===== src/shared/ismp_pkg.sv =====
// package: register map, field positions and records for the status, mask and pad block
package ismp_pkg;
  localparam logic [7:0]  ADDR_STATUS   = 8'h00;
  localparam logic [7:0]  ADDR_MASK     = 8'h04;
  localparam logic [7:0]  ADDR_PADCFG   = 8'h08;
  localparam logic [7:0]  ADDR_RXHOLD   = 8'h0C;
  localparam logic [7:0]  ADDR_TXHOLD   = 8'h10;
  localparam int          BIT_STOP      = 4;
  localparam int          BIT_START     = 3;
  localparam int          BIT_DIR       = 2;
  localparam int          BIT_RXFULL    = 1;
  localparam int          BIT_TXFULL    = 0;
  localparam int          BIT_OVF       = 6;
  localparam int          BIT_DEL2      = 5;
  localparam int          BIT_DEL1      = 4;
  localparam int          MASK_W        = 10;
  localparam logic [15:0] MASK_RESET    = 16'h0000;
  localparam logic [1:0]  PAD_RESET     = 2'h0;
  localparam logic [1:0]  RESP_OKAY     = 2'h0;
  localparam logic [1:0]  RESP_SLVERR   = 2'h2;
  localparam int          CLK_NS        = 50;
  localparam int          DELAY_LONG_NS = 300;
  localparam int          DELAY_LEG_NS  = 150;
  localparam int          DELAY_LONG_CY = DELAY_LONG_NS / CLK_NS;
  localparam int          DELAY_LEG_CY  = DELAY_LEG_NS / CLK_NS;

  // events from the bus condition detector and shifters
  typedef struct packed {
    logic       start_det;
    logic       stop_det;
    logic       addr_done;
    logic       addr_rw;
    logic       rx_done;
    logic [7:0] rx_byte;
    logic       tx_done;
  } ismp_bus_ev_t;
endpackage


===== src/rtl/ismp_top.sv =====
// status flags, address mask, sda input delay and axi4-lite register slave
`timescale 1ns/10ps
module ismp_top #(
  parameter int DELAY_LONG = ismp_pkg::DELAY_LONG_CY,
  parameter int DELAY_LEG  = ismp_pkg::DELAY_LEG_CY
) (
  input  wire logic                 clock_i,
  input  wire logic                 rst_i,
  input  wire logic [7:0]           s_axi_awaddr_i,
  input  wire logic                 s_axi_awvalid_i,
  output logic                      s_axi_awready_o,
  input  wire logic [31:0]          s_axi_wdata_i,
  input  wire logic [3:0]           s_axi_wstrb_i,
  input  wire logic                 s_axi_wvalid_i,
  output logic                      s_axi_wready_o,
  output logic [1:0]                s_axi_bresp_o,
  output logic                      s_axi_bvalid_o,
  input  wire logic                 s_axi_bready_i,
  input  wire logic [7:0]           s_axi_araddr_i,
  input  wire logic                 s_axi_arvalid_i,
  output logic                      s_axi_arready_o,
  output logic [31:0]               s_axi_rdata_o,
  output logic [1:0]                s_axi_rresp_o,
  output logic                      s_axi_rvalid_o,
  input  wire logic                 s_axi_rready_i,
  input  wire ismp_pkg::ismp_bus_ev_t ev_i,
  input  wire logic [9:0]           rx_addr_i,
  input  wire logic [9:0]           own_addr_i,
  output logic                      addr_match_o,
  output logic [7:0]                tx_byte_o,
  output logic                      tx_load_o,
  input  wire logic                 sda1_raw_i,
  input  wire logic                 sda2_raw_i,
  output logic                      sda1_dly_o,
  output logic                      sda2_dly_o
);
  localparam int DW = (DELAY_LONG > DELAY_LEG) ? DELAY_LONG : DELAY_LEG;

  logic                 stop_seen;
  logic                 start_seen;
  logic                 dir_read;
  logic                 receive_full_flag;
  logic                 transmit_full_flag;
  logic                 receive_overflow_flag;
  logic [9:0]           address_mask_bits;
  logic                 second_port_sda_delay_select;
  logic                 first_port_sda_delay_select;
  logic [7:0]           rx_hold;
  logic                 aw_held;
  logic                 w_held;
  logic [7:0]           aw_addr;
  logic [31:0]          w_data;
  logic [3:0]           w_strb;
  logic [DW-1:0]        sda1_pipe;
  logic [DW-1:0]        sda2_pipe;

  wire        wr_fire   = aw_held && w_held && !s_axi_bvalid_o;
  wire        rd_fire   = s_axi_arvalid_i && !s_axi_rvalid_o;
  wire        wr_lo     = wr_fire && w_strb[0];
  wire        wr_hi     = wr_fire && w_strb[1];
  wire        wr_status = wr_lo && (aw_addr == ismp_pkg::ADDR_STATUS);
  wire        wr_mask   = wr_fire && (aw_addr == ismp_pkg::ADDR_MASK);
  wire        wr_pad    = wr_lo && (aw_addr == ismp_pkg::ADDR_PADCFG);
  wire        wr_tx     = wr_lo && (aw_addr == ismp_pkg::ADDR_TXHOLD);
  wire        rd_rx     = rd_fire && (s_axi_araddr_i == ismp_pkg::ADDR_RXHOLD);
  wire        wr_known  = (aw_addr == ismp_pkg::ADDR_STATUS) ||
                          (aw_addr == ismp_pkg::ADDR_MASK) ||
                          (aw_addr == ismp_pkg::ADDR_PADCFG) ||
                          (aw_addr == ismp_pkg::ADDR_TXHOLD);
  wire        ovf_clr   = wr_status && !w_data[ismp_pkg::BIT_OVF];
  wire [9:0]  diff_bits = (rx_addr_i ^ own_addr_i) & ~address_mask_bits;

  wire [15:0] status_word = {9'h000, receive_overflow_flag, 1'b0, stop_seen, start_seen,
                             dir_read, receive_full_flag, transmit_full_flag};
  wire [15:0] mask_word   = {6'h00, address_mask_bits};
  wire [15:0] pad_word    = {10'h000, second_port_sda_delay_select,
                             first_port_sda_delay_select, 4'h0};

  // read data mux; unmapped offsets answer with slave error and zero data
  logic [31:0] next_rdata;
  logic [1:0]  next_rresp;
  always_comb begin
    next_rresp = ismp_pkg::RESP_OKAY;
    unique case (s_axi_araddr_i)
      ismp_pkg::ADDR_STATUS: next_rdata = {16'h0000, status_word};
      ismp_pkg::ADDR_MASK:   next_rdata = {16'h0000, mask_word};
      ismp_pkg::ADDR_PADCFG: next_rdata = {16'h0000, pad_word};
      ismp_pkg::ADDR_RXHOLD: next_rdata = {24'h000000, rx_hold};
      ismp_pkg::ADDR_TXHOLD: next_rdata = {24'h000000, tx_byte_o};
      default: begin
        next_rdata = 32'h00000000;
        next_rresp = ismp_pkg::RESP_SLVERR;
      end
    endcase
  end

  assign s_axi_awready_o = !aw_held;
  assign s_axi_wready_o  = !w_held;
  assign s_axi_arready_o = !s_axi_rvalid_o;
  assign addr_match_o    = (diff_bits == 10'h000);

  // write channels are latched independently, then answered together
  always_ff @(posedge clock_i) begin
    if (rst_i) begin
      aw_held        <= 1'b0;
      w_held         <= 1'b0;
      aw_addr        <= 8'h00;
      w_data         <= 32'h00000000;
      w_strb         <= 4'h0;
      s_axi_bvalid_o <= 1'b0;
      s_axi_bresp_o  <= ismp_pkg::RESP_OKAY;
    end else begin
      if (s_axi_awvalid_i && !aw_held) begin
        aw_held <= 1'b1;
        aw_addr <= s_axi_awaddr_i;
      end
      if (s_axi_wvalid_i && !w_held) begin
        w_held <= 1'b1;
        w_data <= s_axi_wdata_i;
        w_strb <= s_axi_wstrb_i;
      end
      if (wr_fire) begin
        aw_held        <= 1'b0;
        w_held         <= 1'b0;
        s_axi_bvalid_o <= 1'b1;
        s_axi_bresp_o  <= wr_known ? ismp_pkg::RESP_OKAY : ismp_pkg::RESP_SLVERR;
      end else if (s_axi_bready_i) begin
        s_axi_bvalid_o <= 1'b0;
      end
    end
  end

  // read answer stands until rready is seen
  always_ff @(posedge clock_i) begin
    if (rst_i) begin
      s_axi_rvalid_o <= 1'b0;
      s_axi_rdata_o  <= 32'h00000000;
      s_axi_rresp_o  <= ismp_pkg::RESP_OKAY;
    end else if (rd_fire) begin
      s_axi_rvalid_o <= 1'b1;
      s_axi_rdata_o  <= next_rdata;
      s_axi_rresp_o  <= next_rresp;
    end else if (s_axi_rready_i) begin
      s_axi_rvalid_o <= 1'b0;
    end
  end

  // bus condition flags; a start in the same cycle as a stop is treated as start
  always_ff @(posedge clock_i) begin
    if (rst_i) begin
      stop_seen  <= 1'b0;
      start_seen <= 1'b0;
      dir_read   <= 1'b0;
    end else begin
      if (ev_i.start_det) begin
        start_seen <= 1'b1;
        stop_seen  <= 1'b0;
      end else if (ev_i.stop_det) begin
        stop_seen  <= 1'b1;
        start_seen <= 1'b0;
      end
      if (ev_i.addr_done) begin
        dir_read <= ev_i.addr_rw;
      end
    end
  end

  // receive holding; a byte arriving while full is dropped and flags overflow
  always_ff @(posedge clock_i) begin
    if (rst_i) begin
      receive_full_flag     <= 1'b0;
      receive_overflow_flag <= 1'b0;
      rx_hold               <= 8'h00;
    end else begin
      if (ev_i.rx_done && !receive_full_flag) begin
        rx_hold           <= ev_i.rx_byte;
        receive_full_flag <= 1'b1;
      end else if (rd_rx) begin
        receive_full_flag <= 1'b0;
      end
      if (ev_i.rx_done && receive_full_flag) begin
        receive_overflow_flag <= 1'b1;
      end else if (ovf_clr) begin
        receive_overflow_flag <= 1'b0;
      end
    end
  end

  // transmit holding; a write wins over a same-cycle completion, which clears full only when not writing
  always_ff @(posedge clock_i) begin
    if (rst_i) begin
      transmit_full_flag <= 1'b0;
      tx_byte_o          <= 8'h00;
      tx_load_o          <= 1'b0;
    end else begin
      tx_load_o <= wr_tx;
      if (wr_tx) begin
        tx_byte_o          <= w_data[7:0];
        transmit_full_flag <= 1'b1;
      end else if (ev_i.tx_done) begin
        transmit_full_flag <= 1'b0;
      end
    end
  end

  // software-writable mask and delay selects
  // upper mask bits and unused pad bits are not stored, so they read zero
  always_ff @(posedge clock_i) begin
    if (rst_i) begin
      address_mask_bits            <= ismp_pkg::MASK_RESET[9:0];
      second_port_sda_delay_select <= ismp_pkg::PAD_RESET[1];
      first_port_sda_delay_select  <= ismp_pkg::PAD_RESET[0];
    end else begin
      if (wr_mask && w_strb[0]) begin
        address_mask_bits[7:0] <= w_data[7:0];
      end
      if (wr_mask && wr_hi) begin
        address_mask_bits[9:8] <= w_data[9:8];
      end
      if (wr_pad) begin
        second_port_sda_delay_select <= w_data[ismp_pkg::BIT_DEL2];
        first_port_sda_delay_select  <= w_data[ismp_pkg::BIT_DEL1];
      end
    end
  end

  // sda input delay lines, tap chosen per port
  always_ff @(posedge clock_i) begin
    if (rst_i) begin
      sda1_pipe <= '1;
      sda2_pipe <= '1;
    end else begin
      sda1_pipe <= {sda1_pipe[DW-2:0], sda1_raw_i};
      sda2_pipe <= {sda2_pipe[DW-2:0], sda2_raw_i};
    end
  end
  assign sda1_dly_o = first_port_sda_delay_select ? sda1_pipe[DELAY_LONG-1]
                                                  : sda1_pipe[DELAY_LEG-1];
  assign sda2_dly_o = second_port_sda_delay_select ? sda2_pipe[DELAY_LONG-1]
                                                   : sda2_pipe[DELAY_LEG-1];
endmodule // ismp_top


===== config.mk =====
export PLATFORM = sky130hd
export DESIGN_NAME = ismp_top
export DESIGN_NICKNAME = d
export VERILOG_FILES = /design/src/shared/ismp_pkg.sv /design/src/rtl/ismp_top.sv
export SDC_FILE = /design/constraint.sdc
export NUM_CORES = 1
export LEC_CHECK = 0
export ABC_AREA = 1
export BUFFER_PORTS_ARGS = -buffer_cell sky130_fd_sc_hd__buf_2
export CAP_MARGIN = 10
export CORE_MARGIN = 5
export CORE_UTILIZATION = 43
export CTS_CLUSTER_DIAMETER = 100
export DETAILED_ROUTE_END_ITERATION = 10
export PLACE_DENSITY = 0.73
export SYNTH_ARGS = -nofsm -noshare
export SYNTH_HDL_FRONTEND = slang
export SYNTH_SLANG_ARGS = --single-unit

===== constraint.sdc =====
create_clock -name clock_i -period 1.2 [get_ports clock_i]
set_input_delay 0.18 -clock clock_i [delete_from_list [all_inputs] [get_ports clock_i]]
set_output_delay 0.18 -clock clock_i [all_outputs]
set_load 0.03 [all_outputs]

; After elaboration in Yosys (flattened, before gate mapping)
; Index checks and enable logic that the tools add are counted.
[op_classes]
muxes = 17
eq_ne = 7
reduce_logical = 38
bitwise_logic = 3
[ops]
columns = operator, n
row1 = $pmux W10 S5, 1
row2 = $eq A8 B4 Y1 const B, 3
row3 = $logic_and A1 B1 Y1, 17
row4 = $eq A8 B3 Y1 const B, 2
row5 = $eq A8 B5 Y1 const B, 2
row6 = $logic_not A8 Y1, 2
row7 = $mux W1, 14
row8 = $reduce_bool A2 Y1, 6
row9 = $and A10 B10 Y10, 1
row10 = $logic_not A10 Y1, 1
row11 = $not A10 Y10, 1
row12 = $xor A10 B10 Y10, 1
row13 = $logic_not A1 Y1, 6
row14 = $reduce_or A5 Y1, 1
row15 = $mux W2, 2
row16 = $reduce_or A2 Y1, 2
row17 = $logic_or A1 B1 Y1, 3
[word_totals]
input_bits = 95
regBits = 107

; Depth between registers and ports, before layout
[depth]
ltp_word = 7
mapped_depth = 9
mapped_depth_nobuf = 9

; Worst setup path before layout
; OpenSTA, ideal clock, no wires.
[synth_path]
path_type = register -> output
start = register address_mask_bits[1]
end = output addr_match_o
required_ns = 1.020
stages_incl_launch_ff = 7
setup_slack_ns = -0.262
arrival_ns = 1.282
cell_sequence = dfxtp_1 > nor2_1 > nand2_1 > nand2_1 > inv_1 > o221ai_1 > nor3_1
[synth_via]
elab_chain_len = 3
[synth_lines]
columns = item, line
row1 = start: declaration, ismp_top.sv:45  ; logic [9:0] address_mask_bits;
row2 = start signal: assignment, ismp_top.sv:210  ; address_mask_bits <= ismp_pkg::MASK_RESET[9:0];
row3 = start signal: assignment, ismp_top.sv:215  ; address_mask_bits[7:0] <= w_data[7:0];
row4 = $not A10 Y10, ismp_top.sv:71  ; wire [9:0] diff_bits = (rx_addr_i ^ own_addr_i) & ~address_mask_bits;
row5 = $and A10 B10 Y10, ismp_top.sv:71
row6 = $logic_not A10 Y1, ismp_top.sv:100  ; assign addr_match_o = (diff_bits == 10'h000);
row7 = end: declaration, ismp_top.sv:29  ; output logic addr_match_o,
; Every way passes these cells.

; Worst setup path after layout
; Same ends and word-level chain as after synthesis.

==> flow_summary_export.csv <==
group,metric,value,unit
worst_setup_path,r2r_cells,7,
min_path,hold_class,"input pin to register",
timing,slew_violations,0,
synthesis,ys_warn_count,0,
drt,wl_met3,894,um
clock_tree,clk_pin_slew,0.08,ns
timing,setup_viol,25,
layout,seqCellArea,1690,um^2
grt,grt_pass1_wl,15600,um
synthesis,syn-instance-count,473,
worst_setup_path,worstSetupStartpoint,"address_mask_bits[1]",
grt,grt_overflow_total,0,
floorplan,rows,33,
synthesis,synth-seq-cells,83,
synthesis,yosys-top-cells-area,"dfxtp_1 46%, o21ai_0 7.6%, a21oi_1 7.1%",
drt,route.met2.wl,5000,um
worst_setup_path,cp_max_fo,2,
timing,rsz0062_at_grt,"yes",
pwr,ir_drop,0.000656,V
pwr,power.density,1200,nW/um^2
drt,routed_wl,10100,um
timing,postLayoutSetupSlackWorst,-0.311,ns
synthesis,avgSynthCellArea,7.70,um^2
floorplan,die_w,102,um
place,dp_hpwl,7050,um
timing,finalHoldViolations,0,
clock_tree,cts_root_buffer,"clkbuf_8",
layout,finalNetCount,715,
layout,area_growth,39.4,%
timing,fin_skew,0.00776,ns
timing,fin_crit,1.51,ns
clock_tree,ctsLongestPathBuffers,2,
pwr,finalPower,6.09,mW
layout,antenna_cells,0,
worst_setup_path,critPathLaunchType,"register",
worst_setup_path,r2r-end,"tx_byte_o[6]",
grt,grt_pass1_vias,3478,
place,port_buffers,99,
synthesis,yosysTopAreaCell,"dfxtp_1",
timing,min_period_over_period,126,%
clock_tree,clock-sinks,83,
worst_setup_path,worst_setup_path_end_kind,"primary output",
floorplan,start_util,44.3,%
worst_setup_path,endpoint,"addr_match_o",
drt,wl_per_cell,13.9,um
floorplan,die_area,10400,um^2
run_status,violations,"negative setup slack",
drt,m1WireLength,3990,um
worst_setup_path,worstSetupPathType,"register to primary output",
pwr,power_leakage,2.35,nW
place,place.gp.congestion,0.862,
grt,grt_max_degree,55,
layout,layout-drive-gt1-share,43.3,%
drt,first_pass_iters,4,
drt,drt_iter0_markers,137,
synthesis,netlist.area_leader.share,45.6,%
clock_tree,htreeDepth,3,
clock_tree,cts_tree,"yes",
timing,whs,0.0116,ns
grt,track_usage,18.8,%
synthesis,yosys.cell_types.count,35,
run_status,status,"complete, but fails checks",
synthesis,syn_area,3640,um^2
layout,fillers,702,
flow_run,cap_viol_max_count,0,
drt,routed_via_density,4.87,
grt,antenna_found_initial,0,
floorplan,core_area,8220,um^2
min_path,min_path_cells,2,
place,place_ws,-0.145,ns
clock_tree,worstSkewPairLatency,0.35,ns
floorplan,die_h,102,um
floorplan,ioPinCount,148,
clock_tree,numCtsBuffers,9,
timing,finalSetupTns,-1.99,ns
worst_setup_path,crit_arrival,1.33,ns
worst_setup_path,required,1.02,ns
layout,multi_input_area,1880,um^2
drt,ant_nets,0,
drt,vias,3551,
worst_setup_path,reg2reg_slack,-0.11,ns
worst_setup_path,r2r_start,"aw_addr[7]",
layout,fin_util,61.8,%
drt,drcViolationCount,0,
timing,fmax,0.662,GHz
drt,top_layer_used,"met4",
synthesis,synth_seq_area_share,45.6,%
## routing by layer
layer | vias up | track usage [%]
met3 | 22 | 5.73
met2 | 139 | 32.2
met4 | 0 | 6.16
met5 | - | 0
li1 | 1789 | -
met1 | 1601 | 22.5
## worst min path at each step
| stage | start | to | slack (ns) |
|---|---|---|---|
| floorplan | ev_i[13] | stop_seen | 0.26 |
| global placement | ev_i[13] | stop_seen | 0.36 |
| detailed placement | sda2_raw_i | sda2_pipe[0] | 0.37 |
| CTS | sda1_raw_i | sda1_pipe[0] | 0.0002 |
| global route | ev_i[11] | dir_read | 0.005 |
| finish | ev_i[11] | dir_read | 0.01 |
## area by class of cell
type                            instances  area share (%)
Multi-Input combinational cell        325            37.1
Clock buffer                           11            2.78
Timing Repair Buffer                  151            19.0
Inverter                               50            3.79
Sequential cell                        83            33.3
Clock inverter                          4            1.48
Tap cell                              105            2.59
## state kept, by name (all words and copies together), names as in the netlist, 2 cells and up
signal / count
s_axi_rdata_o: 10
sda1_pipe: 6
w_strb: 2
tx_byte_o: 8
address_mask_bits: 10
rx_hold: 8
aw_addr: 8
w_data: 10
sda2_pipe: 6
## worst max-delay path: stages, from the launching register on
cell and delay (ns):
dfxtp_1 0.34, nor2_1 0.05, nand2_1 0.06, nand2_1 0.06, inv_1 0.06, o221ai_2 0.08, nor3_2 0.16, buf_4 0.18
## power breakdown
part           leakage (nW)  total (mW)  switching [mW]  internal (mW)
Clock                 0.102        2.20           0.983           1.22
Sequential            0.687        2.94          0.0715           2.87
Combinational          1.56       0.945           0.583          0.361
Total                  2.35        6.09            1.64           4.45
## cell usage in the layout (no fill, tap or decap), types with 2 or more instances in the layout
cell type      Yosys  final
inv_1             48     39
o21ai_0           55     35
o211ai_1           3      3
conb_1             1     24
a21oi_2            2     11
nand3_4            0      2
clkbuf_4           0      5
nand3_1           26     24
nor2_1            55     50
inv_2              2      9
o21ai_2            2     19
dfxtp_2            0     18
o21ai_1            4      6
nand4_1            5      5
buf_6              1      9
nor2_2             6      6
a21oi_1           52     43
a211oi_2           0      2
xnor2_1            4      4
nor2_4             3     11
nand2_1           53     51
bufinv_16          0      2
nand2_2            3      3
clkinvlp_4         0      2
dfxtp_1           83     63
clkbuf_8           0     10
dfxtp_4            0      2
inv_4              0      2
dlygate4sd3_1      0      3
nand2_4            3      4
or2_2             10     10
nor2_8             2      2
buf_4             24     44
buf_2              3     89
## cell usage after synthesis, drive strengths merged
cell type and count:
conb 1, o21a 1, nor2 66, dfxtp 83
inv 50, buf 30, nand2 59, xnor2 4
o221ai 1, a211oi 2, o211ai 3, o21bai 1
nand3 27, clkbuf 11, or2 10, nor3 3
nand4 5, o2111ai 1, o21ai 61, a21oi 54
## stage by stage
stage | instance area, um^2 | instances
after global placement | 4400 | 696
after global routing | 5080 | 729
after detailed placement | 4400 | 696
final | 5080 | 729
after CTS | 4890 | 723
after floorplan | 3750 | 496
## cells by family after synthesis
kind of cell           share of synthesized area (%)
flip-flops                                      45.6
other                                          0.103
buffers and inverters                           12.6
AND/OR/NAND/NOR                                 22.6
XOR/XNOR                                       0.961
AO/OA/AOI/OAI                                   18.1
## timing repair
item	CTS	global route
setup buffers	7	5
gates cloned	3	0
pin swaps	25	20
hold buffers	2	1
gates resized for setup	63	56
hold endpoints to repair	2	1
endpoints found under the setup margin	35	50
No activity file was read; power rests on OpenSTA's default activity.
